--- config.mk ---
export PLATFORM = sky130hd
export DESIGN_NAME = questionable_status_and_srq
export DESIGN_NICKNAME = d
export VERILOG_FILES = /design/src/status_report_pkg.sv /design/src/questionable_status_and_srq.sv
export SDC_FILE = /design/constraint.sdc
export NUM_CORES = 1
export LEC_CHECK = 0
export BUFFER_PORTS_ARGS = -buffer_cell sky130_fd_sc_hd__buf_4
export CORE_MARGIN = 8
export CORE_UTILIZATION = 40
export DETAILED_ROUTE_END_ITERATION = 7
export SLEW_MARGIN = 20
export SYNTH_ARGS = -nofsm -noshare
export SYNTH_HDL_FRONTEND = slang
export SYNTH_SLANG_ARGS = --single-unit
--- constraint.sdc ---
create_clock -name mclk -period 3.5 [get_ports mclk]
set_input_delay 0 -clock mclk [delete_from_list [all_inputs] [get_ports mclk]]
set_output_delay 0 -clock mclk [all_outputs]
set_load 0.03 [all_outputs]
--- src/status_report_pkg.sv ---
// ****************************************************************
// Shared constants and carriers for the status reporting block.
// ****************************************************************
package status_report_pkg;

  // Register widths: status byte and standard events are 8 bits, condition pins 11, the rest 16.
  localparam int QUES_W   = 16;
  localparam int BYTE_W   = 8;
  localparam int ERR_W    = 16;
  localparam int PIN_W    = 11;

  // Bit positions inside the questionable register.
  localparam int QB_PROBE_SUPPLY = 1;
  localparam int QB_PROBE_OVER   = 2;
  localparam int QB_CHAN_OVER    = 3;
  localparam int QB_TEMPERATURE  = 4;
  localparam int QB_CLIPPING     = 5;
  localparam int QB_GEN_OVER     = 6;
  localparam int QB_UNCAL        = 8;
  localparam int QB_LIMIT        = 9;
  localparam int QB_MARGIN       = 10;
  localparam int QB_LOW_SIGNAL   = 11;
  localparam int QB_LOCK_LOST    = 13;

  // Bit positions inside the status byte.
  localparam int SB_ERRQ  = 2;
  localparam int SB_QUES  = 3;
  localparam int SB_MAV   = 4;
  localparam int SB_ESB   = 5;
  localparam int SB_RQS   = 6;
  localparam int SB_OPER  = 7;

  // Implemented questionable bits; 0, 7, 12, 14 and 15 read zero in the condition, event and enable parts.
  localparam logic [QUES_W-1:0] QUES_VALID    = 16'h2F7E;
  // Status byte bits that may raise a service request.
  localparam logic [BYTE_W-1:0] SRQ_SOURCES   = 8'hBC;
  // Values after power-on reset; all but MASK8_RST also after a status preset.
  localparam logic [QUES_W-1:0] QUES_EN_RST   = 16'h0000;
  localparam logic [QUES_W-1:0] QUES_PTR_RST  = 16'hFFFF;
  localparam logic [QUES_W-1:0] QUES_NTR_RST  = 16'h0000;
  localparam logic [BYTE_W-1:0] MASK8_RST     = 8'h00;
  // Default depth of the error queue.
  localparam int ERRQ_DEPTH = 8;

  // Condition inputs from the instrument, one level each.
  typedef struct packed {
    logic probe_supply_overload;
    logic probe_over_range;
    logic channel_over_range;
    logic temp_questionable;
    logic converter_clipping;
    logic generator_over_range;
    logic uncalibrated_flag;
    logic limit_violated;
    logic margin_violated;
    logic low_signal_unreliable;
    logic loop_lock_lost;
  } cond_pins_type;

  // Requests from the command parser, all on mclk; strobes last one cycle.
  typedef struct packed {
    logic                clear_status;
    logic                status_preset;
    logic                device_clear;
    logic                rst_preset;
    logic                first_cmd_after_term;
    logic                ques_event_read;
    logic                esr_read;
    logic                sre_write;
    logic                ese_write;
    logic                ques_enable_write;
    logic                ques_ptr_write;
    logic                ques_ntr_write;
    logic                err_push;
    logic                err_pop;
    logic [ERR_W-1:0]    err_code;
    logic [QUES_W-1:0]   wdata;
    logic [BYTE_W-1:0]   esr_set;
    logic                msg_avail;
    logic                oper_summary;
  } req_type;

  // Register views returned to the parser.
  typedef struct packed {
    logic [BYTE_W-1:0]   stb;
    logic [BYTE_W-1:0]   esr;
    logic [BYTE_W-1:0]   sre;
    logic [BYTE_W-1:0]   ese;
    logic [QUES_W-1:0]   ques_cond;
    logic [QUES_W-1:0]   ques_event;
    logic [QUES_W-1:0]   ques_enable;
    logic [QUES_W-1:0]   ques_ptr;
    logic [QUES_W-1:0]   ques_ntr;
    logic [ERR_W-1:0]    err_head;
    logic                err_nonempty;
    logic                err_full;
  } status_view_type;

endpackage : status_report_pkg

--- src/questionable_status_and_srq.sv ---
module questionable_status_and_srq
  import status_report_pkg::*;
#(
  parameter int DEPTH = ERRQ_DEPTH
) (
  // Clock and reset.
  input  wire logic            mclk,
  input  wire logic            rst_n,
  // Instrument condition levels, asynchronous to mclk.
  input  wire cond_pins_type   pins,
  // Parser requests on mclk.
  input  wire req_type         req,
  // Register views.
  output status_view_type      view,
  // Service request and buffer control.
  output logic                 srq,
  output logic                 outbuf_clear,
  output logic                 input_flush,
  output logic                 settings_reset
);

  // ****************************************************************
  // State.
  // ****************************************************************
  localparam int PTR_W = (DEPTH > 1) ? $clog2(DEPTH) : 1;

  // Status byte and event byte are 8 bits, questionable parts 16.
  typedef struct packed {
    logic [PIN_W-1:0]                s1;
    logic [PIN_W-1:0]                s2;
    logic [PIN_W-1:0]                s3;
    logic [PIN_W-1:0]                filt;
    logic [QUES_W-1:0]               cond;
    logic [QUES_W-1:0]               qev;
    logic [QUES_W-1:0]               qen;
    logic [QUES_W-1:0]               ptr;
    logic [QUES_W-1:0]               ntr;
    logic [BYTE_W-1:0]               esr;
    logic [BYTE_W-1:0]               sre;
    logic [BYTE_W-1:0]               ese;
    logic [BYTE_W-1:0]               stb;
    logic [DEPTH-1:0][ERR_W-1:0]     errq;
    logic [PTR_W-1:0]                rd;
    logic [PTR_W-1:0]                wr;
    logic [PTR_W:0]                  cnt;
    logic                            pend;
    logic                            obclr;
    logic                            inflush;
    logic                            setrst;
  } state_type;

  state_type q;
  state_type d;

  // Advances a queue pointer with wrap at the queue depth.
  function automatic logic [PTR_W-1:0] inc_ptr(input logic [PTR_W-1:0] p);
    if (p == PTR_W'(DEPTH - 1)) begin
      return '0;
    end
    return p + PTR_W'(1);
  endfunction : inc_ptr

  // Maps the filtered condition levels onto questionable bit positions.
  function automatic logic [QUES_W-1:0] map_cond(input cond_pins_type c);
    logic [QUES_W-1:0] v;
    v = '0;
    v[QB_PROBE_SUPPLY] = c.probe_supply_overload;
    v[QB_PROBE_OVER]   = c.probe_over_range;
    v[QB_CHAN_OVER]    = c.channel_over_range;
    v[QB_TEMPERATURE]  = c.temp_questionable;
    v[QB_CLIPPING]     = c.converter_clipping;
    v[QB_GEN_OVER]     = c.generator_over_range;
    v[QB_UNCAL]        = c.uncalibrated_flag;
    v[QB_LIMIT]        = c.limit_violated;
    v[QB_MARGIN]       = c.margin_violated & ~c.limit_violated;
    v[QB_LOW_SIGNAL]   = c.low_signal_unreliable;
    v[QB_LOCK_LOST]    = c.loop_lock_lost;
    return v & QUES_VALID;
  endfunction : map_cond

  // ****************************************************************
  // Next state.
  // ****************************************************************
  // All register updates are computed here from the current state.
  always_comb begin
    logic [QUES_W-1:0] rise;
    logic [QUES_W-1:0] fall;
    logic              qclr;
    logic              eclr;
    logic [PTR_W-1:0]  rd;
    logic [PTR_W-1:0]  wr;
    logic [PTR_W:0]    cnt;
    logic [BYTE_W-1:0] sb;
    rise = '0;
    fall = '0;
    qclr = 1'b0;
    eclr = 1'b0;
    rd   = q.rd;
    wr   = q.wr;
    cnt  = q.cnt;
    sb   = '0;
    d    = q;

    // Three-stage synchroniser; a level counts once stages two and three agree.
    d.s1   = pins;
    d.s2   = q.s1;
    d.s3   = q.s2;
    d.filt = (~(q.s2 ^ q.s3) & q.s3) | ((q.s2 ^ q.s3) & q.filt);
    d.cond = map_cond(cond_pins_type'(q.filt));

    rise = d.cond & ~q.cond & q.ptr;
    fall = ~d.cond & q.cond & q.ntr;
    qclr = req.ques_event_read | req.clear_status;
    eclr = req.esr_read | req.clear_status;
    // Event part latches; a new edge beats the clear.
    d.qev = ((q.qev & ~{QUES_W{qclr}}) | rise | fall) & QUES_VALID;
    d.esr = (q.esr & ~{BYTE_W{eclr}}) | req.esr_set;

    // Mask writes; the enable masks survive clear status and device clear, but a status preset reloads the questionable enable.
    if (req.sre_write) begin
      d.sre = req.wdata[BYTE_W-1:0];
    end
    if (req.ese_write) begin
      d.ese = req.wdata[BYTE_W-1:0];
    end
    if (req.ques_enable_write) begin
      d.qen = req.wdata & QUES_VALID;
    end
    if (req.ques_ptr_write) begin
      d.ptr = req.wdata;
    end
    if (req.ques_ntr_write) begin
      d.ntr = req.wdata;
    end
    if (req.status_preset) begin
      d.qen = QUES_EN_RST;
      d.ptr = QUES_PTR_RST;
      d.ntr = QUES_NTR_RST;
    end

    if (req.clear_status) begin
      rd  = '0;
      wr  = '0;
      cnt = '0;
    end else if (req.err_pop && (q.cnt != '0)) begin
      rd  = inc_ptr(q.rd);
      cnt = q.cnt - (PTR_W + 1)'(1);
    end
    if (req.err_push && (cnt < (PTR_W + 1)'(DEPTH))) begin
      d.errq[wr] = req.err_code;
      wr         = inc_ptr(wr);
      cnt        = cnt + (PTR_W + 1)'(1);
    end
    d.rd  = rd;
    d.wr  = wr;
    d.cnt = cnt;

    // Summary bits of questionable, events, error queue, message and operation, and the request bit.
    sb[SB_QUES] = |(d.qev & d.qen);
    sb[SB_ESB]  = |(d.esr & d.ese);
    sb[SB_ERRQ] = (cnt != '0);
    sb[SB_MAV]  = req.msg_avail;
    sb[SB_OPER] = req.oper_summary;
    sb[SB_RQS]  = |(sb & d.sre & SRQ_SOURCES);
    d.stb       = sb;

    // Pending flush until the next command.
    d.pend  = (q.pend & ~req.first_cmd_after_term) | req.clear_status |
              req.status_preset | req.rst_preset;
    d.obclr   = req.device_clear | (q.pend & req.first_cmd_after_term);
    d.inflush = req.device_clear;
    d.setrst  = req.rst_preset;
  end

  // ****************************************************************
  // Registers.
  // ****************************************************************
  // Power-on reset loads the power-on defaults; only the positive masks start at one.
  always_ff @(posedge mclk or negedge rst_n) begin
    if (!rst_n) begin
      q     <= '0;
      q.ptr <= QUES_PTR_RST;
    end else begin
      q <= d;
    end
  end

  // Register views and pulses come from flops; err_head, err_nonempty and err_full are decoded from the queue flops.
  assign view.stb          = q.stb;
  assign view.esr          = q.esr;
  assign view.sre          = q.sre;
  assign view.ese          = q.ese;
  assign view.ques_cond    = q.cond;
  assign view.ques_event   = q.qev;
  assign view.ques_enable  = q.qen;
  assign view.ques_ptr     = q.ptr;
  assign view.ques_ntr     = q.ntr;
  assign view.err_head     = q.errq[q.rd];
  assign view.err_nonempty = (q.cnt != '0);
  assign view.err_full     = (q.cnt == (PTR_W + 1)'(DEPTH));
  assign srq               = q.stb[SB_RQS];
  assign outbuf_clear      = q.obclr;
  assign input_flush       = q.inflush;
  assign settings_reset    = q.setrst;
endmodule : questionable_status_and_srq

== Word-level counts from Yosys, hierarchy flattened ==
Index checks and enable logic that the tools add are counted.
Word-level totals
  flip-flop bits (word level): 286
  output and inout port bits: 134
  logic and storage cells: 109
Operators by class
  add/sub/neg operators: 4
  magnitude comparators: 4
  equality and inequality tests: 3
  muxes and demuxes: 27
  bitwise gates (word level): 32
  reductions and logical operators: 11
Operators by type and width (count)
  128-bit bitwise mux: 1
  16-bit two-way mux: 5
  14-bit bitwise AND: 5
  16-bit binary-select mux with 3-bit select: 1
  16-bit demux with 3-bit select: 1
  48-bit two-way mux: 1
  14-bit NOT: 3
  14-bit OR: 2
  8-bit bitwise AND: 3
  3-bit two-way mux: 8
  11-bit bitwise AND: 2
  14-bit by 16-bit bitwise AND with 16-bit output: 1
  8-bit two-way mux: 2
  16-bit OR reduction: 1
  4-bit two-way mux: 3
  11-bit NOT: 1
  11-bit OR: 1
  11-bit XOR: 1
  3-bit by 4-bit less-than comparator with 1-bit output (second input constant): 2
  8-bit NOT: 1
  8-bit OR: 1
  4-bit nonzero test: 2
  8-bit OR reduction: 1
  3-bit by 1-bit adder with 3-bit output (second input constant): 2
  13 further kinds: 30

== Longest topological paths before layout ==
Gate-level depths: netlist of the first run.
  word-level depth: 10
  gate-level depth with buffers: 11
  depth with buffers taken out: 10

== Worst setup path before layout of the first run ==
Ideal clock, no wire load.
  path kind: reg-to-reg
  start: register q[4] (netlist bit)
  end: register q (netlist bit srq)
  data arrival time: 3054 ps
  required time: 3382 ps
  setup slack: 328 ps
  cell stages (with the launch flop): 12
  buffers on the path: 1
  cell sequence: dfrtp_1 > inv_1 > ha_1 > or3b_2 > clkbuf_1 > nand2_2 > mux2i_1 > inv_1 > ha_1 > a2111o_1 > a211o_1 > a21o_1
RTL lines
  from (decl): line questionable_status_and_srq.sv:52  | state_type q;

==> metrics, run 1 <==
worst-margin pin slew=1080 ps; worst path bufs/invs=2; Layout Cells excl Fill=1483; Yosys cell types=49; clk_lat worst skew=560 ps; Final Cell Area=15400 um2; Die Width=192 um; drt first pass iters=5; max-cap viol count=0; PD cells=663 nW/um2; Num Clock Sinks=281; Setup Crit Path Kind=reg -> reg; maximum VDD drop=0.000404 V; Net count, final=1139; Crit path arrival time=3630 ps; H-tree Lvls=1; Hold Path Class=in -> reg; Worst path slowest cell=or3b_2; final WL=29400 um; CTS root buf=clkbuf_16; top cell family by delay on the critical path=compound AO/OA/AOI/OAI gates; core area=30600 um2; Post-synth EDFFs=0; startpoint types=flop; ant diodes=0; Hold Violations, Final=0; vias=7439; largest net degree at the start of global routing=129; Placed Area=13500 um2; sequential area share after synthesis=0.569; fraction of registers with async set/reset=1.00; RSZ-0062 raised after global routing=no; routability cong.=0.747; Starting Density=0.405; Setup Skew=24.4 ps; GRT Overall Usage=0.159; vias per cell=5.02; initial antenna violation count=0; Setup violations, final=0; Area Growth Syn to Fin=24.6%; Synth Flop Type=dfrtp_1; total CTS buffers=31; Post-Place Cells=1335; crit end category=flop; CP peak stage delay=540 ps; DIE AREA=36900 um2; synth warn=0; Leakage=7.15 nW; synthesized area=12400 um2; #FFs+latches synth=281; setup TNS=0 ps; fin crit period=3180 ps; post-route ant nets=0; row count=64; fmax=314 MHz; Clock Path Buffers=3; status=complete, no violations; syn_area_per_cell=14.2 um2; Post-DP HPWL=18700 um; share of post-route cells with drive strength above 1=0.438; GRT overflow=0; number of global-route vias before repair=7961; cells after synthesis=874; Post-CTS Setup Bufs=0; drt first-iter violations=272; Slew Limit Fails=0; crit-path cells=inv_1, ha_1, or3b_2, nand2_2, mux2i_1, inv_1, ha_1, a2111o_1, a211o_1, a21o_1; clock slew at reported path FFs=60 ps; I/O pin cnt=203; Port Buffers=185; fin crit share=0.910; first-pass GRT wire length=46500 um; DRC violations left=0; Worst EP required=3950 ps; CTS tree=done; Die H=192 um; Relative slew margins=0.280; DR WL/cell=19.8 um; critical path fanouts, max=7
[cell type report]
type / instances / area [um2]
Tap cell: 396 / 495
Multi-Input combinational cell: 450 / 4360
Clock buffer: 50 / 937
Clock inverter: 5 / 78.8
Sequential cell: 281 / 7050
Inverter: 6 / 22.5
Fill cell: 2615 / 15100
Timing Repair Buffer: 295 / 2500
[final timing paths]
check / start / end / slack [ps] / cells past startpoint
hold reg to reg: d[282]$_DFF_PN0_ / d[271]$_DFF_PN0_ / 340 / 0
min in group asynchronous: rst_n / view[119]$_DFF_PN0_ / 480 / 3
hold / removal: pins[4] / d[280]$_DFF_PN0_ / 100 / 2
max in group asynchronous: rst_n / view[39]$_DFFE_PN1P_ / 1840 / 5
setup / recovery: q[4]$_DFF_PN0_ / srq$_DFF_PN0_ / 320 / 10
setup reg to reg: q[4]$_DFF_PN0_ / srq$_DFF_PN0_ / 320 / 10
[kinds of logic after synthesis]
logic type      Yosys count  share of synthesized area
flops                   281                      0.569
mux                     222                      0.231
buf+inv                 159                     0.0841
simple gates            130                     0.0610
compound gates           62                     0.0391
fa+ha+maj                16                     0.0139
xor+xnor                  3                    0.00212
other cells               1                   0.000302
[metrics by stage]
stage / total power [mW] / util / setup slack [ps] / hold slack, ps
3_5_place_dp: 7.01 / 0.441 / 308 / 111
5_1_grt: 10.8 / 0.505 / 121 / 71.0
4_1_cts: 10.4 / 0.504 / 307 / 70.7
3_3_place_gp: 6.96 / 0.441 / 426 / 109
6_report: 10.2 / 0.505 / 316 / 99.6
2_1_floorplan: 6.22 / - / 328 / -296
[layer usage]
metal / vias to the layer above / wire, um / GRT usage / part of all wire
met5: - / 0 / 0 / 0
met4: 0 / 433 / 0.0353 / 0.015
met3: 29 / 1460 / 0.0312 / 0.050
met2: 152 / 14300 / 0.261 / 0.49
met1: 3875 / 13200 / 0.217 / 0.45
li1: 3383 / - / - / -
[power by group]
part | switching, mW | internal [mW]
clock | 1.27 | 1.96
combinational | 1.37 | 1.41
sequential | 0.360 | 3.88
total | 3.00 | 7.25
[cells in the final DEF (no fill, tap or decap), types with 6 or more instances in the layout]
cell,n
nor2_1,35
clkbuf_16,31
clkbuf_8,9
inv_1,6
nand2_1,14
nand3_1,11
mux4_2,32
mux2_4,10
conb_1,17
nor2b_1,21
mux2_2,151
maj3_1,11
nand3b_1,19
dlygate4sd3_1,92
a21o_1,10
a311oi_1,7
dfstp_2,16
dfrtp_1,264
or3b_2,12
clkbuf_1,10
buf_4,199
mux2i_1,29
a211o_1,17
[synth_stat cells, types with 4 or more instances]
master	instances	area, um2
a22oi_1	4	30.0
nand3b_1	19	143
dfrtp_1	265	6630
nor3_1	4	20.0
a211o_1	17	149
ha_1	5	62.6
buf_4	113	848
nor2b_1	21	131
a21o_1	10	75.1
o211ai_1	4	30.0
o21ai_0	5	25.0
or3b_2	12	105
nand2_1	14	52.6
buf_2	11	55.1
mux2_4	10	150
maj3_1	11	110
buf_1	5	18.8
mux2i_1	29	290
a311oi_1	7	61.3
mux2_2	151	1700
clkbuf_1	23	86.3
dfstp_2	16	420
a21oi_1	5	25.0
inv_1	6	22.5
mux4_2	32	721
nor2_1	35	131
nand3_1	11	55.1
[registers in the layout, indices dropped and copies added (netlist names)]
register        cells
srq                 1
settings_reset      1
input_flush         1
view               94
q                 151
outbuf_clear        1
d                  32
[timing repair]
item | CTS | global route
gates resized for setup | 0 | 0
hold endpoints to repair | 348 | 29
hold buffers | 91 | 1
Note: power is estimated with default switching activity, not from simulation.
==> run 2, diff against run 1 <==
--- a/config.mk
+++ b/config.mk
@@ -7,9 +7,11 @@
 export LEC_CHECK = 0
 export BUFFER_PORTS_ARGS = -buffer_cell sky130_fd_sc_hd__buf_4
 export CORE_MARGIN = 8
-export CORE_UTILIZATION = 40
+export CORE_UTILIZATION = 25
+export CTS_CLUSTER_DIAMETER = 150
 export DETAILED_ROUTE_END_ITERATION = 7
 export SLEW_MARGIN = 20
 export SYNTH_ARGS = -nofsm -noshare
 export SYNTH_HDL_FRONTEND = slang
 export SYNTH_SLANG_ARGS = --single-unit
+export TNS_END_PERCENT = 50
==> run 2 against run 1 <==
Effect of this change:
- final cell count increased by 18%
- critical path type unchanged
- largest cell class unchanged
- clock power increased by 5%
- non-clock buffer count decreased by 2
- register-to-register slack about the same
- worst setup slack got worse by 0.97 ps
- sequential share of layout area decreased by 1.1 points
- die area increased by 54%
==> metrics, run 2 (synthesis gave the netlist of run 1 again) <==
post-route ant nets=0; clk_lat worst skew=520 ps; GRT Overall Usage=0.110; CTS root buf=clkbuf_16; Die Width=239 um; Worst EP required=3910 ps; Post-CTS Setup Bufs=0; Top reg by flops=q; drt first pass iters=5; Setup violations, final=0; final WL=31400 um; crit end category=flop; Net count, final=1140; setup TNS=0 ps; vias per cell=4.24; maximum VDD drop=0.000289 V; Setup Crit Path Kind=reg -> reg; first-pass GRT wire length=49200 um; I/O pin cnt=203; Area Growth Syn to Fin=27.7%; Setup Skew=22.3 ps; Die H=239 um; Clock Path Buffers=3; Crit path arrival time=3590 ps; Hold Path Class=in -> async; Port Buffers=185; drt first-iter violations=365; share of post-route cells with drive strength above 1=0.444; RSZ-0062 raised after global routing=no; DR WL/cell=17.9 um; PD cells=661 nW/um2; CP Launch Point=q[4]$_DFF_PN0_; Starting Density=0.253; GRT overflow=0; Num Clock Sinks=281; commonest non-fill, non-tap cell in the layout=dfrtp_1; H-tree Lvls=2; DRC violations left=0; worst-margin pin slew=1090 ps; ant diodes=0; largest net degree at the start of global routing=111; fmax=314 MHz; worst reg2reg path startpoint=q[4]$_DFF_PN0_; max reg flops=151; Hold WS=136 ps; row count=81; Slew Limit Fails=0; initial antenna violation count=2; Layout Cells excl Fill=1755; Leakage=7.18 nW; DIE AREA=57000 um2; Post-Place Cells=1603; vias=7437; Hold Violations, Final=0; critical path fanouts, max=7; Post-DP HPWL=21300 um; Final Power=10.5 mW; status=complete, no violations; number of global-route vias before repair=8092; startpoint types=flop; routability cong.=0.746; Util after Layout=0.323; core area=49000 um2; fin crit period=3180 ps; clock slew at reported path FFs=50 ps; most frequent cells in the layout=dfrtp_1, buf_4, mux2_2; CTS tree=done; max-cap viol count=0; Relative slew margins=0.270; fin crit share=0.910; total CTS buffers=34
-- run 2: changes by cell type in the layout (fill, tap and decap cells not counted), sizes merged --
| cell | delta |
|---|---|
| clkinv | +7 |
| clkbuf | -2 |
| clkinvlp | +2 |
| buf | -1 |
| bufinv | -1 |
| dlygate4sd3 | -1 |
-- run 2: layout make-up --
cell class | count | area [um2]
fill | 4808 | 33100
sequential | 281 | 7050
multi-input combinational | 450 | 4360
timing repair buffer | 293 | 2470
clock buffer | 48 | 985
tap | 664 | 831
clock inverter | 13 | 106
inverter | 6 | 22.5
-- run 2: worst max-delay path: stages (launching register included) --
cell and delay [ps]:
dfrtp_1 440, inv_1 100, ha_1 260, or3b_2 540
nand2_2 160, mux2i_1 390, inv_1 80, ha_1 300
a2111o_1 350, a211o_1 270, a21o_1 180
-- run 2: power breakdown --
group	internal [mW]	leakage, nW	switching, mW
Combinational	1.41	3.15	1.40
Sequential	3.88	3.49	0.380
Clock	2.04	0.537	1.35
-- run 2: path summary, 6_finish.rpt --
path | end | depth (start not counted) | slack [ps]
min reg2reg | d[270]$_DFF_PN0_ | 0 | 340
max | srq$_DFF_PN0_ | 10 | 320
min | view[100]$_DFF_PN0_ | 2 | 140
max reg2reg | srq$_DFF_PN0_ | 10 | 320
min in group mclk | d[278]$_DFF_PN0_ | 2 | 140
max in group asynchronous | q[85]$_DFFE_PN0P_ | 3 | 2340
-- run 2: per-layer routing --
| layer | vias up | share of wire | GRT usage |
|---|---|---|---|
| met4 | 2 | 0.037 | 0.0482 |
| met1 | 3858 | 0.43 | 0.137 |
| li1 | 3385 | - | - |
| met3 | 52 | 0.046 | 0.0244 |
| met2 | 140 | 0.49 | 0.182 |
| met5 | - | 0.00041 | 0 |
-- run 2: timing repair --
item / CTS / global route
endpoints found under the setup margin: 0 / 0
hold buffers: 91 / 0
gates resized for setup: 0 / 0
hold endpoints to repair: 335 / 0
-- run 2: through the flow --
step           setup slack, ps  area [um2]
2_1_floorplan              328       12500
3_3_place_gp               442       13800
3_5_place_dp               337       13800
4_1_cts                    318       15800
5_1_grt                    141       15800
6_report                   315       15800
==> run 3, diff against run 2 <==
--- a/config.mk
+++ b/config.mk
@@ -6,7 +6,6 @@
 export NUM_CORES = 1
 export LEC_CHECK = 0
 export BUFFER_PORTS_ARGS = -buffer_cell sky130_fd_sc_hd__buf_4
-export CORE_MARGIN = 8
 export CORE_UTILIZATION = 25
 export CTS_CLUSTER_DIAMETER = 150
 export DETAILED_ROUTE_END_ITERATION = 7
==> run 3 against run 2 <==
Effect of this change:
- non-clock buffer count down 2
- maximum frequency about the same
- die area down 11%
- worst hold slack worse by 79 ps
- sequential cell count unchanged
- cell area up 0.25%
- critical path depth unchanged
- critical endpoint unchanged
- largest power group unchanged
- highest routed layer unchanged
==> metrics, run 3 (synthesis gave the netlist of run 1 again) <==
post-route ant nets=0; Setup violations, final=0; setup ws final=316 ps; Die H=225 um; Top reg by flops=q; Setup Skew=18.5 ps; commonest non-fill, non-tap cell in the layout=dfrtp_1; H-tree Lvls=2; largest net degree at the start of global routing=98; Port Buffers=185; setup TNS=0 ps; initial antenna violation count=1; Placed Area=13800 um2; number of global-route vias before repair=7864; Net count, final=1138; status=complete, no violations; Starting Density=0.253; GRT overflow=0; Hold WS=57.1 ps; Post-DP HPWL=19800 um; RSZ-0062 raised after global routing=no; Leakage=7.20 nW; clock slew at reported path FFs=60 ps; total CTS buffers=34; first-pass GRT wire length=47300 um; DIE AREA=50500 um2; Post-Place Cells=1602; dpl ws=317 ps; final WL=30400 um; PD cells=672 nW/um2; share of post-route cells with drive strength above 1=0.441; drt first pass iters=7; Util after Layout=0.324; CTS root buf=clkbuf_16; CP endpoint=srq$_DFF_PN0_; core area=49000 um2; Crit path arrival time=3600 ps; Layout Cells excl Fill=1753; Setup Crit Path Kind=reg -> reg; Area Growth Syn to Fin=28.0%; row count=81; worst reg2reg path startpoint=q[4]$_DFF_PN0_; Relative slew margins=0.288; clk_lat worst skew=520 ps; vias per cell=4.29; Slew Limit Fails=0; drt first-iter violations=357; Num Clock Sinks=281; critical path fanouts, max=7; CP Launch Point=q[4]$_DFF_PN0_; Hold Path Class=in -> async; fin crit period=3180 ps; crit end category=flop; register-to-register setup slack=320 ps; DR WL/cell=17.3 um; DRC violations left=0; Clock Path Buffers=3; max reg flops=151; I/O pin cnt=203; startpoint types=flop; post-CTS sizing=0; CTS tree=done; max-cap viol count=0; Worst EP required=3920 ps; Final Cell Area=15900 um2; fin crit share=0.910; worst r2r dst=srq$_DFF_PN0_; vias=7514; Final Power=10.7 mW; maximum VDD drop=0.000354 V; GRT Overall Usage=0.123; routability cong.=0.760; Hold Violations, Final=0; most frequent cells in the layout=dfrtp_1, buf_4, mux2_2; R2R depth=10; worst-margin pin slew=1070 ps; fmax=314 MHz; Die Width=225 um
[run 3: cell type report]
cell class / instances / area [um2]
Sequential cell: 281 / 7050
Clock inverter: 13 / 194
Timing Repair Buffer: 291 / 2450
Antenna cell: 1 / 2.50
Inverter: 6 / 22.5
Multi-Input combinational cell: 450 / 4360
Fill cell: 4843 / 33100
Clock buffer: 47 / 951
Tap cell: 664 / 831
[run 3: worst max-delay path, stage by stage (launching register included)]
cell      delay (ps)
dfrtp_1          430
inv_1            100
ha_1             260
or3b_2           540
nand2_2          160
mux2i_1          390
inv_1             90
ha_1             310
a2111o_1         350
a211o_1          270
a21o_1           170
[run 3: worst min-delay path by stage]
stage,startpoint,end,slack (ps)
after detailed placement,rst_n,view[121]$_DFF_PN0_,90
after global routing,req[45],view[34]$_DFFE_PN1P_,70
after CTS,req[45],view[34]$_DFFE_PN1P_,20
after floorplan,rst_n,d[239]$_DFFE_PN0N_,-300
after global placement,rst_n,view[121]$_DFF_PN0_,80
final,rst_n,view[121]$_DFF_PN0_,60
[run 3: report_power, final]
group / switching, mW / leakage (nW) / internal [mW] / total [mW]
sequential: 0.354 / 3.49 / 3.88 / 4.24
clock: 1.38 / 0.566 / 2.27 / 3.65
combinational: 1.39 / 3.14 / 1.40 / 2.79
[run 3: repair_timing]
item                      4_1_cts  5_1_grt
hold endpoints to repair      327        0
setup buffers                   0        0
hold buffers                   90        0
[run 3: metal layers]
layer	vias up	wire length (um)	global-route usage
met2	135	14600	0.199
met3	49	1130	0.0268
met1	3953	13600	0.159
met4	2	1010	0.0509
li1	3375	-	-
met5	-	13	0
